<file path="config.mk">
export PLATFORM = sky130hd
export DESIGN_NAME = afc_top
export DESIGN_NICKNAME = d
export VERILOG_FILES = /design/src/rtl/afc_pkg.sv /design/src/rtl/afc_top.sv /design/src/rtl/afc_decode.sv /design/src/rtl/afc_rate_gen.sv
export VERILOG_INCLUDE_DIRS = /design/src /design/src/rtl
export SDC_FILE = /design/constraint.sdc
export NUM_CORES = 1
export LEC_CHECK = 0
export BUFFER_PORTS_ARGS = -buffer_cell sky130_fd_sc_hd__buf_4
export CAP_MARGIN = 20
export CORE_ASPECT_RATIO = 1.75
export CORE_MARGIN = 2
export CORE_UTILIZATION = 63
export CTS_CLUSTER_SIZE = 14
export DETAILED_ROUTE_END_ITERATION = 8
export GPL_ROUTABILITY_DRIVEN = 0
export PLACE_DENSITY = 0.94
export SLEW_MARGIN = 20
export SYNTH_ARGS = -nofsm -noshare
export SYNTH_HDL_FRONTEND = slang
export SYNTH_SLANG_ARGS = --single-unit
</file>
<file path="constraint.sdc">
create_clock -name REF_CLK -period 7.5 [get_ports REF_CLK]
set_input_delay 1.5 -clock REF_CLK [delete_from_list [all_inputs] [get_ports REF_CLK]]
set_output_delay 1.5 -clock REF_CLK [all_outputs]
set_load 0.02 [all_outputs]
</file>
<file path="src/rtl/afc_defines.svh">
`ifndef AFC_DEFINES_SVH
`define AFC_DEFINES_SVH

// ----------------------------------------------------------------
// Register map: printed offsets are word indices, byte address = 4 x index
// ----------------------------------------------------------------
`define AFC_IDX_FIRST 6'h28
`define AFC_IDX_LAST 6'h2F
`define AFC_CFG_RESET 16'h0500
`define AFC_WRITE_MASK 16'h8F7F

// ----------------------------------------------------------------
// Field positions
// ----------------------------------------------------------------
`define AFC_DIRECT_BIT 15
`define AFC_DECIM_MSB 14
`define AFC_PF_EN_BIT 11
`define AFC_PF_SEL_MSB 10
`define AFC_PF_SEL_LSB 8
`define AFC_ORDER_MSB 6
`define AFC_ORDER_LSB 5
`define AFC_ODR_MSB 4

// ----------------------------------------------------------------
// Field codes
// ----------------------------------------------------------------
`define AFC_PF_27SPS 3'h2
`define AFC_PF_25SPS 3'h3
`define AFC_PF_20SPS 3'h5
`define AFC_PF_16SPS 3'h6
`define AFC_ORDER_SINC5 2'h0
`define AFC_ORDER_SINC3 2'h3
`define AFC_ODR_FAST_LAST 5'h05
`define AFC_ODR_HALF 5'h06

// ----------------------------------------------------------------
// Timing
// ----------------------------------------------------------------
`define AFC_DIRECT_FACTOR 32
`define AFC_CLK_HZ 20000000
`define AFC_SETTLE_27_US 36700
`define AFC_SETTLE_25_US 40000
`define AFC_SETTLE_20_US 50000
`define AFC_SETTLE_16_US 60000
`define AFC_ODR_FAST_TICKS 32
`define AFC_ODR_SLOW_TICKS 192

`endif

</file>
<file path="src/rtl/afc_pkg.sv">
`default_nettype none
package afc_pkg;

  typedef enum logic [1:0] {
    AFC_RG_IDLE = 2'b01,
    AFC_RG_RUN = 2'b10
  } afc_rg_state_type;

  typedef struct packed {
    afc_rg_state_type state;
    logic [31:0] cnt;
    logic strobe;
  } afc_rg_type;

  typedef struct packed {
    logic [7:0][15:0] cfg;
    logic [31:0] prdata;
    logic pready;
    logic pslverr;
    logic restart;
    logic direct;
    logic [14:0] decim;
    logic pf_en;
    logic pf_active;
    logic [2:0] pf_sel;
    logic pf_legal;
    logic [1:0] order;
    logic sinc3;
    logic [4:0] odr;
    logic [31:0] period;
    logic use_mod;
  } afc_top_type;

endpackage
`default_nettype wire

</file>
<file path="src/rtl/afc_top.sv">
// How it works
// - Eight 16-bit setup registers, reset 0x0500
// - Any register write aborts and restarts sequence
// - Bit 15 selects direct sinc3 decimation
// - Direct rate is modulator rate over 32N
// - Reserved bits 14:12 and 7 read zero
// - Bit 11 enables the postfilter
// - Bits 10:8 pick one of four postfilters
// - Bits 6:5 select the filter order
// - Order 00 sinc5+sinc1, 11 sinc3
// - Bits 4:0 pick the output data rate
//
// Design decision made here: the APB interface to the registers.
`include "afc_defines.svh"
`default_nettype none
module afc_top #(
  parameter int unsigned SETTLE_27_CYCLES =
    `AFC_SETTLE_27_US * (`AFC_CLK_HZ / 1000000),
  parameter int unsigned SETTLE_25_CYCLES =
    `AFC_SETTLE_25_US * (`AFC_CLK_HZ / 1000000),
  parameter int unsigned SETTLE_20_CYCLES =
    `AFC_SETTLE_20_US * (`AFC_CLK_HZ / 1000000),
  parameter int unsigned SETTLE_16_CYCLES =
    `AFC_SETTLE_16_US * (`AFC_CLK_HZ / 1000000)
) (
  input wire logic REF_CLK,
  input wire logic RESETN,
  input wire logic PSEL,
  input wire logic PENABLE,
  input wire logic PWRITE,
  input wire logic [7:0] PADDR,
  input wire logic [31:0] PWDATA,
  output logic [31:0] PRDATA,
  output logic PREADY,
  output logic PSLVERR,
  input wire logic [2:0] SETUP_SEL,
  input wire logic MOD_TICK,
  output logic CONV_RESTART,
  output logic RESULT_STROBE,
  output logic DIRECT_DECIM_MODE,
  output logic [14:0] DECIM_RATE,
  output logic POSTFILTER_ENABLE,
  output logic POSTFILTER_ACTIVE,
  output logic [2:0] POSTFILTER_SELECT,
  output logic POSTFILTER_CODE_LEGAL,
  output logic [1:0] FILTER_ORDER_SELECT,
  output logic SINC3_ORDER,
  output logic [4:0] OUTPUT_RATE_SELECT
);
  import afc_pkg::*;

  // ----------------------------------------------------------------
  // Address decode
  // ----------------------------------------------------------------
  // Word aligned hit in the index window
  function automatic logic afc_hit(input logic [7:0] addr);
    afc_hit = (addr[1:0] == 2'h0) && (addr[7:2] >= `AFC_IDX_FIRST) &&
              (addr[7:2] <= `AFC_IDX_LAST);
  endfunction

  function automatic logic [2:0] afc_slot(input logic [7:0] addr);
    afc_slot = addr[4:2];
  endfunction

  // Period of one result, in ticks of whichever source is chosen
  function automatic logic [31:0] afc_pf_period(input logic [2:0] sel);
    case (sel)
      `AFC_PF_27SPS: afc_pf_period = 32'(SETTLE_27_CYCLES);
      `AFC_PF_25SPS: afc_pf_period = 32'(SETTLE_25_CYCLES);
      `AFC_PF_20SPS: afc_pf_period = 32'(SETTLE_20_CYCLES);
      `AFC_PF_16SPS: afc_pf_period = 32'(SETTLE_16_CYCLES);
      default: afc_pf_period = 32'h0000_0000;
    endcase
  endfunction

  function automatic logic [31:0] afc_odr_period(input logic [4:0] odr);
    if (odr <= `AFC_ODR_FAST_LAST) begin
      afc_odr_period = 32'(`AFC_ODR_FAST_TICKS);
    end else if (odr == `AFC_ODR_HALF) begin
      afc_odr_period = 32'(2 * `AFC_ODR_FAST_TICKS);
    end else begin
      afc_odr_period = 32'(`AFC_ODR_SLOW_TICKS);
    end
  endfunction

  // ----------------------------------------------------------------
  // State
  // ----------------------------------------------------------------
  afc_top_type st_r;
  afc_top_type st_nxt;

  logic [15:0] sel_cfg;
  logic d_direct;
  logic [14:0] d_decim;
  logic d_pf_en;
  logic d_pf_active;
  logic [2:0] d_pf_sel;
  logic d_pf_legal;
  logic [1:0] d_order;
  logic d_sinc3;
  logic [4:0] d_odr;
  logic rg_tick;
  logic rg_strobe;

  assign sel_cfg = st_r.cfg[SETUP_SEL];

  afc_decode u_decode (
    .cfg(sel_cfg),
    .direct(d_direct),
    .decim(d_decim),
    .pf_en(d_pf_en),
    .pf_active(d_pf_active),
    .pf_sel(d_pf_sel),
    .pf_legal(d_pf_legal),
    .order(d_order),
    .sinc3(d_sinc3),
    .odr(d_odr)
  );

  // ----------------------------------------------------------------
  // Next state
  // ----------------------------------------------------------------
  always_comb begin
    st_nxt = st_r;
    st_nxt.restart = 1'b0;

    // Zero wait states: ready is raised for the first access cycle
    if (PSEL && !PENABLE) begin
      st_nxt.pready = 1'b1;
      st_nxt.pslverr = !afc_hit(PADDR);
      if (!PWRITE && afc_hit(PADDR)) begin
        st_nxt.prdata = {16'h0000, st_r.cfg[afc_slot(PADDR)]};
      end else begin
        st_nxt.prdata = 32'h0000_0000;
      end
    end else begin
      st_nxt.pready = 1'b0;
      st_nxt.pslverr = 1'b0;
      st_nxt.prdata = 32'h0000_0000;
    end

    if (PSEL && PENABLE && st_r.pready && PWRITE && afc_hit(PADDR)) begin
      // Reserved bits are dropped so they always read back zero
      st_nxt.cfg[afc_slot(PADDR)] = PWDATA[15:0] & `AFC_WRITE_MASK;
      st_nxt.restart = 1'b1;
    end

    st_nxt.direct = d_direct;
    st_nxt.decim = d_decim;
    st_nxt.pf_en = d_pf_en;
    st_nxt.pf_active = d_pf_active;
    st_nxt.pf_sel = d_pf_sel;
    st_nxt.pf_legal = d_pf_legal;
    st_nxt.order = d_order;
    st_nxt.sinc3 = d_sinc3;
    st_nxt.odr = d_odr;

    // Direct mode counts modulator ticks, the postfilter counts REF_CLK
    if (d_direct) begin
      st_nxt.use_mod = 1'b1;
      st_nxt.period = 32'(`AFC_DIRECT_FACTOR) * {17'h00000, d_decim};
    end else if (d_pf_active) begin
      st_nxt.use_mod = 1'b0;
      // An unlisted code produces no results at all
      st_nxt.period = d_pf_legal ? afc_pf_period(d_pf_sel) : 32'h0000_0000;
    end else begin
      st_nxt.use_mod = 1'b1;
      st_nxt.period = afc_odr_period(d_odr);
    end
  end

  // ----------------------------------------------------------------
  // Registers
  // ----------------------------------------------------------------
  always_ff @(posedge REF_CLK or negedge RESETN) begin
    if (!RESETN) begin
      st_r <= '0;
      st_r.cfg <= {8{`AFC_CFG_RESET}};
    end else begin
      st_r <= st_nxt;
    end
  end

  // ----------------------------------------------------------------
  // Result timing
  // ----------------------------------------------------------------
  assign rg_tick = st_r.use_mod ? MOD_TICK : 1'b1;

  afc_rate_gen u_rate (
    .clk(REF_CLK),
    .rst_n(RESETN),
    .tick(rg_tick),
    .period(st_r.period),
    .restart(st_r.restart),
    .strobe(rg_strobe)
  );

  // ----------------------------------------------------------------
  // Outputs
  // ----------------------------------------------------------------
  assign PRDATA = st_r.prdata;
  assign PREADY = st_r.pready;
  assign PSLVERR = st_r.pslverr;
  assign CONV_RESTART = st_r.restart;
  assign RESULT_STROBE = rg_strobe;
  assign DIRECT_DECIM_MODE = st_r.direct;
  assign DECIM_RATE = st_r.decim;
  assign POSTFILTER_ENABLE = st_r.pf_en;
  assign POSTFILTER_ACTIVE = st_r.pf_active;
  assign POSTFILTER_SELECT = st_r.pf_sel;
  assign POSTFILTER_CODE_LEGAL = st_r.pf_legal;
  assign FILTER_ORDER_SELECT = st_r.order;
  assign SINC3_ORDER = st_r.sinc3;
  assign OUTPUT_RATE_SELECT = st_r.odr;

endmodule // afc_top
`default_nettype wire

</file>
<file path="src/rtl/afc_decode.sv">
`include "afc_defines.svh"
`default_nettype none
module afc_decode (
  input wire logic [15:0] cfg,
  output logic direct,
  output logic [14:0] decim,
  output logic pf_en,
  output logic pf_active,
  output logic [2:0] pf_sel,
  output logic pf_legal,
  output logic [1:0] order,
  output logic sinc3,
  output logic [4:0] odr
);
  import afc_pkg::*;

  always_comb begin
    direct = cfg[`AFC_DIRECT_BIT];
    // Direct mode reuses the low bits as the decimation value
    decim = direct ? cfg[`AFC_DECIM_MSB:0] : 15'h0000;
    // Every other option is forced off while in direct mode
    pf_en = !direct && cfg[`AFC_PF_EN_BIT];
    pf_sel = direct ? 3'h0 : cfg[`AFC_PF_SEL_MSB:`AFC_PF_SEL_LSB];
    order = direct ? 2'h0 : cfg[`AFC_ORDER_MSB:`AFC_ORDER_LSB];
    sinc3 = !direct && (order == `AFC_ORDER_SINC3);
    odr = direct ? 5'h00 : cfg[`AFC_ODR_MSB:0];
    // The postfilter only works behind the sinc5 + sinc1 path
    pf_active = pf_en && (order == `AFC_ORDER_SINC5);
    case (pf_sel)
      `AFC_PF_27SPS,
      `AFC_PF_25SPS,
      `AFC_PF_20SPS,
      `AFC_PF_16SPS: pf_legal = 1'b1;
      default: pf_legal = 1'b0;
    endcase
  end

endmodule // afc_decode
`default_nettype wire

</file>
<file path="src/rtl/afc_rate_gen.sv">
`default_nettype none
module afc_rate_gen (
  input wire logic clk,
  input wire logic rst_n,
  input wire logic tick,
  input wire logic [31:0] period,
  input wire logic restart,
  output logic strobe
);
  import afc_pkg::*;

  afc_rg_type st_r;
  afc_rg_type st_nxt;

  always_comb begin
    st_nxt = st_r;
    st_nxt.strobe = 1'b0;
    case (st_r.state)
      AFC_RG_IDLE: begin
        st_nxt.cnt = 32'h0000_0000;
        if (period != 32'h0000_0000) begin
          st_nxt.state = AFC_RG_RUN;
        end
      end
      AFC_RG_RUN: begin
        if (period == 32'h0000_0000) begin
          st_nxt.state = AFC_RG_IDLE;
        end else if (tick) begin
          if (st_r.cnt + 32'h0000_0001 >= period) begin
            st_nxt.cnt = 32'h0000_0000;
            st_nxt.strobe = 1'b1;
          end else begin
            st_nxt.cnt = st_r.cnt + 32'h0000_0001;
          end
        end
      end
      default: st_nxt.state = AFC_RG_IDLE;
    endcase
    // Abort wins over a result due in the same cycle
    if (restart) begin
      st_nxt.state = AFC_RG_IDLE;
      st_nxt.cnt = 32'h0000_0000;
      st_nxt.strobe = 1'b0;
    end
  end

  always_ff @(posedge clk or negedge rst_n) begin
    if (!rst_n) begin
      st_r <= '{state: AFC_RG_IDLE, cnt: 32'h0000_0000, strobe: 1'b0};
    end else begin
      st_r <= st_nxt;
    end
  end

  assign strobe = st_r.strobe;

endmodule // afc_rate_gen
`default_nettype wire

</file>
Word level (Yosys, flattened, before mapping)
Index checks and enable logic that the tools add are counted.
Widths: inputs -> output; s select.
{"block": "totals", "register_bits": 261, "inputBits": 49, "output_inout_bits": 66, "wordCells": 102}
{"block": "op_classes", "n_addsub": 1, "order_cmp": 7, "eq_ne": 12, "mux": 32, "reduce_logical": 24}
{"cell": "$mux 33", "count": 4}
{"cell": "$bwmux 128", "count": 1}
{"cell": "$bmux 16 s3", "count": 2}
{"cell": "$pmux 21 s4", "count": 1}
{"cell": "$mux 16", "count": 4}
{"cell": "$mux 32", "count": 2}
{"cell": "$pmux 32 s2", "count": 1}
{"cell": "$demux 16 s3", "count": 1}
{"cell": "$mux 35", "count": 1}
{"cell": "$add 32x1->32 const B", "count": 1}
{"cell": "$ge 32x32->1", "count": 1}
{"cell": "$logic_not 32->1", "count": 1}
{"cell": "$reduce_bool 32->1", "count": 1}
{"cell": "$mux 18", "count": 1}
{"cell": "$mux 8", "count": 2}
{"cell": "$mux 15", "count": 1}
{"cell": "$logic_and 1x1->1", "count": 12}
{"cell": "$lt 3x4->1 const B", "count": 2}
{"cell": "$eq 3x2->1 const B", "count": 2}
{"cell": "$eq 3x3->1 const B", "count": 2}
{"cell": "$ge 6x6->1 const B", "count": 1}
{"cell": "$le 6x6->1 const B", "count": 1}
{"cell": "$mux 2", "count": 3}
{"cell": "$ne 3x2->1 const B", "count": 2}
{"cell": "other kinds (16)", "count": 26}

Logic depth before layout (Yosys ltp)
{"block": "logic_depth", "depth_word": 9, "depth_mapped": 16, "mapped_depth_nobuf": 14}

By module
From an unflattened synthesis, not the netlist that was laid out.
{"block": "hier_totals", "cells_unflattened": 889, "hier_area_um2": 10955.5}
{"module": "afc_top", "instances": 1, "cells_per_inst": 545, "area_per_inst_um2": 7938.9, "seq_area_each_um2": 3998.8}
{"module": "afc_rate_gen", "instances": 1, "cells_per_inst": 310, "area_per_inst_um2": 2803.9, "seq_area_each_um2": 877.1}
{"module": "afc_decode", "instances": 1, "cells_per_inst": 34, "area_per_inst_um2": 212.7, "seq_area_each_um2": 0.0}

Worst setup path before layout
OpenSTA, ideal clock, no wires.
{"block": "synth_timing", "path_kind": "in2reg", "start": "input port SETUP_SEL[0]", "end": "register st_r[15] in the netlist's numbering", "setup_ns": 0.064, "arrival_time_ns": 3.495, "required_ns": 7.436, "setup_slack_ns": 3.941, "path_stages": 10, "path_buffers": 2, "path_cell_list": "buf_4 > buf_4 > mux4_2 > mux2i_1 > nand3_2 > clkinv_2 > nand2_2 > or3_1 > inv_2 > or3_1"}
{"element": "start: declaration", "line_no": "afc_top.sv:36", "rtl": "input wire logic [2:0] SETUP_SEL,"}
{"element": "end signal: assignment", "line_no": "afc_top.sv:180", "rtl": "st_r <= st_nxt;"}
{"element": "end: declaration", "line_no": "afc_top.sv:89", "rtl": "afc_top_type st_r;"}

Worst setup path in the final report
{"block": "layout_timing", "start": "register u_rate.st_r[1] in the netlist's numbering", "end": "register u_rate.st_r[1] in the netlist's numbering"}
{"block": "layout_via", "elab_chain_cells": 7}
{"element": "start: declaration", "line_no": "afc_rate_gen.sv:12", "rtl": "afc_rg_type st_r;"}
{"element": "start signal: assignment", "line_no": "afc_rate_gen.sv:49", "rtl": "st_r <= '{state: AFC_RG_IDLE, cnt: 32'h0000_0000, strobe: 1'b0};"}
{"element": "start signal: assignment", "line_no": "afc_rate_gen.sv:51", "rtl": "st_r <= st_nxt;"}
{"element": "$add 32x1->32 *", "line_no": "afc_rate_gen.sv:29, afc_rate_gen.sv:33"}
{"element": "$ge 32x32->1", "line_no": "afc_rate_gen.sv:29", "rtl": "if (st_r.cnt + 32'h0000_0001 >= period) begin"}
{"element": "$mux 32 *", "line_no": "afc_rate_gen.sv:29"}
{"element": "$mux 33 *", "line_no": "afc_rate_gen.sv:28", "rtl": "end else if (tick) begin"}
{"element": "$mux 33 *", "line_no": "afc_rate_gen.sv:26", "rtl": "if (period == 32'h0000_0000) begin"}
{"element": "$pmux 32 s2 *", "line_no": "afc_rate_gen.sv:18", "rtl": "case (st_r.state)"}
{"element": "$mux 35 *", "line_no": "afc_rate_gen.sv:40", "rtl": "if (restart) begin"}
Every way passes the cells marked *; elsewhere a longest branch is shown, timed or not. The select of a mux whose other input is x is not followed.
A chain may end at the register's enable or synchronous reset.

==> reports/metrics.cfg <==
[layout]
stdcell_area_um2 = 10700
nets = 909
n_fill_cell = 1009
layout-drive-gt1-share = 0.327
syn2layout_area_growth_pct = 9.21

[setup_path]
crit_required_ns = 7.87
path_max_fanout = 16
crit_type = flop to flop
crit_path_start_kind = flop
endpoint_kind = flop
worstPathArrival_ns = 4.98

[pwr]
power_mw = 2.10
combPwrFrac = 0.092
p_int_mw = 1.55
swShare = 0.264
power_frac_clock = 0.409
pwr-share-seq = 0.499
p_leak_nw = 5.23
vdd_drop_max_mv = 0.174
powerDensity_nw_per_um2 = 197
power_switching_uw = 556

[timing]
final-max-slew-violation-count = 0
setup_violations = 0
rsz0062_at_grt = no
fin_tns_setup_ns = 0
max_freq_ghz = 0.217
period_needed_ns = 4.61
period_share = 0.614
tightest_slew_ns = 0.941
report.final.hold_viol_count = 0
slew_headroom = 0.367
worst_slack_ns = 2.89
fin_skew_ns = 0.0148

[drt]
vias = 7021
dr.pass1.iters = 6
via_per_inst = 6.74
drtAntennaViolNets = 0
routed_wl_um = 25000
drt_iter0_drc = 591
wl_per_cell_um = 24.0
drc = 0

[logic_synthesis]
synth_cell_types = 67
synthesis.area_um2 = 9760
ys_ff_latch = 189
synth-seq-area-share = 0.487
netlist_instances = 816
avgSynthCellArea_um2 = 12.0
synth_edf_count = 0
synth-main-ff-cell = dfrtp_1
async_flop_share = 1.00
ys_warn_count = 0

[die]
core_area_um2 = 15200
rows = 60
pin_count = 115
die_y_um = 169
die_w_um = 98.1
dieArea_um2 = 16600
start_util = 0.641

[global_routing]
grt-ovfl-total = 0
track_usage = 0.309
grt_pass1_vias = 7429
antenna_found_initial = 1
grt_pass1_wl_um = 39300
grt_max_degree = 111

[clock_network]
clkTransAtPathRegs_ns = 0.07
cts.sinks = 189
cts_resized = 0
htree_levels = 4
clock_latency_ns = 0.43
numCtsBuffers = 17
post_cts_buffers = 0
cts_tree = built
clockBufferDepth = 2
cts-root-buf = clkbuf_16
postCtsHoldBufs = 0

[placement]
hpwl_um = 16000
place_ws_ns = 2.85
port_buffers = 70
dpl_cell_area_um2 = 10100

[worst_hold_path]
hold_path_class = flop to flop

[outcome]
status = completed

[flow_run]
drv_cap = 0

==> cells in the mapped netlist, types with 11 or more instances <==
master / count / area, µm²
nor2_1: 51 / 191
a22o_1: 16 / 140
nand2_1: 43 / 161
nand4_1: 11 / 68.8
clkbuf_1: 23 / 86.3
nor3_1: 12 / 60.1
dfrtp_1: 172 / 4300
inv_1: 27 / 101
nand3_1: 12 / 60.1
o211ai_1: 11 / 82.6
ha_1: 18 / 225
o22ai_1: 14 / 87.6
mux2i_1: 17 / 170
and2_1: 14 / 87.6
dfstp_2: 17 / 447
mux4_2: 26 / 586
xnor2_1: 11 / 96.3
buf_4: 60 / 450
a21oi_1: 14 / 70.1
mux2_2: 116 / 1310
==> cell usage in the layout, fill, tap and decap left out, types with 10 or more instances in the layout <==
cell type / instances
a21oi_1: 14
a22o_1: 16
and2_1: 14
buf_4: 73
clkbuf_16: 18
conb_1: 24
dfrtp_1: 172
dfstp_2: 17
ha_1: 18
inv_1: 27
mux2_2: 116
mux2i_1: 17
mux4_2: 26
nand2_1: 43
nand3_1: 12
nand4_1: 11
nor2_1: 51
nor3_1: 12
o211ai_1: 11
o21ai_0: 10
o221ai_1: 10
o22ai_1: 14
xnor2_1: 11
==> sequential cells by signal, indices dropped and copies added, names as in the netlist <==
name,cells
SINC3_ORDER,1
PRDATA,12
u_rate.st_r,34
POSTFILTER_CODE_LEGAL,1
POSTFILTER_ACTIVE,1
POSTFILTER_SELECT,3
FILTER_ORDER_SELECT,2
DECIM_RATE,10
PSLVERR,1
DIRECT_DECIM_MODE,1
POSTFILTER_ENABLE,1
PREADY,1
u_rate.strobe,1
st_r,114
CONV_RESTART,1
OUTPUT_RATE_SELECT,5
==> per-stage QoR <==
step / hold WS (ns) / cells / util
2_1_floorplan: 0.489 / 839 / -
3_3_place_gp: 0.499 / 1008 / 0.661
3_5_place_dp: 0.506 / 1008 / 0.661
4_1_cts: 0.528 / 1040 / 0.698
5_1_grt: 0.546 / 1042 / 0.700
6_report: 0.528 / 1042 / 0.700
==> cells by family after synthesis <==
logic type | share of synthesized area
compound gates | 0.0815
xor+xnor | 0.0179
fa+ha+maj | 0.0231
buf+inv | 0.0706
flops | 0.487
mux | 0.213
other cells | 0.000384
simple gates | 0.106
==> worst max-delay path: stages, from the launching register on <==
cell and delay [ns]:
dfrtp_1 0.40, ha_1 0.22, nand2_1 0.15, nor2_1 0.43, nand4_1 0.31, nor2_1 0.20
xnor2_1 0.17, ha_1 0.30, a21o_1 0.21, a2111oi_0 0.52, a21oi_1 0.21, nor4b_4 0.52
and3_1 0.65, mux2_2 0.27
==> power groups by stage <==
stage / Sequential, mW / Combinational [mW] / Clock, mW
floorplan: 1.07 / 0.129 / 0
global placement: 1.07 / 0.181 / 0
detailed placement: 1.07 / 0.187 / 0
CTS: 1.05 / 0.190 / 0.862
global route: 1.05 / 0.212 / 0.901
finish: 1.05 / 0.194 / 0.860
==> routing by layer <==
metal | GRT usage | wire (µm) | share of wire
met1 | 0.318 | 7840 | 0.31
met2 | 0.545 | 13500 | 0.54
met3 | 0.0562 | 1640 | 0.066
met4 | 0.244 | 1970 | 0.079
met5 | 0 | 0 | 0
==> path summary, 6_finish.rpt <==
check	from	end	slack (ns)	cells past startpoint
min reg2reg	st_r[203]$_DFFE_PN0P_	st_r[203]$_DFFE_PN0P_	0.53	1
max	u_rate.st_r[1]$_DFFE_PN0P_	u_rate.st_r[1]$_DFFE_PN0P_	2.89	13
max in group asynchronous	RESETN	st_r[187]$_DFFE_PN0P_	5.10	3
max reg2reg	u_rate.st_r[1]$_DFFE_PN0P_	u_rate.st_r[1]$_DFFE_PN0P_	2.89	13
min in group asynchronous	RESETN	u_rate.st_r[15]$_DFFE_PN0P_	1.15	1
min	st_r[203]$_DFFE_PN0P_	st_r[203]$_DFFE_PN0P_	0.53	1
==> cell type report <==
cell class	instances	area (µm²)	area share
Tap cell	186	233	0.0218
Inverter	30	114	0.0107
Antenna cell	1	2.50	0.000235
Timing Repair Buffer	75	589	0.0553
Multi-Input combinational cell	529	4420	0.414
Clock inverter	12	100	0.00939
Sequential cell	189	4750	0.445
Clock buffer	20	458	0.0429
Power figures use the tool's default switching activity.
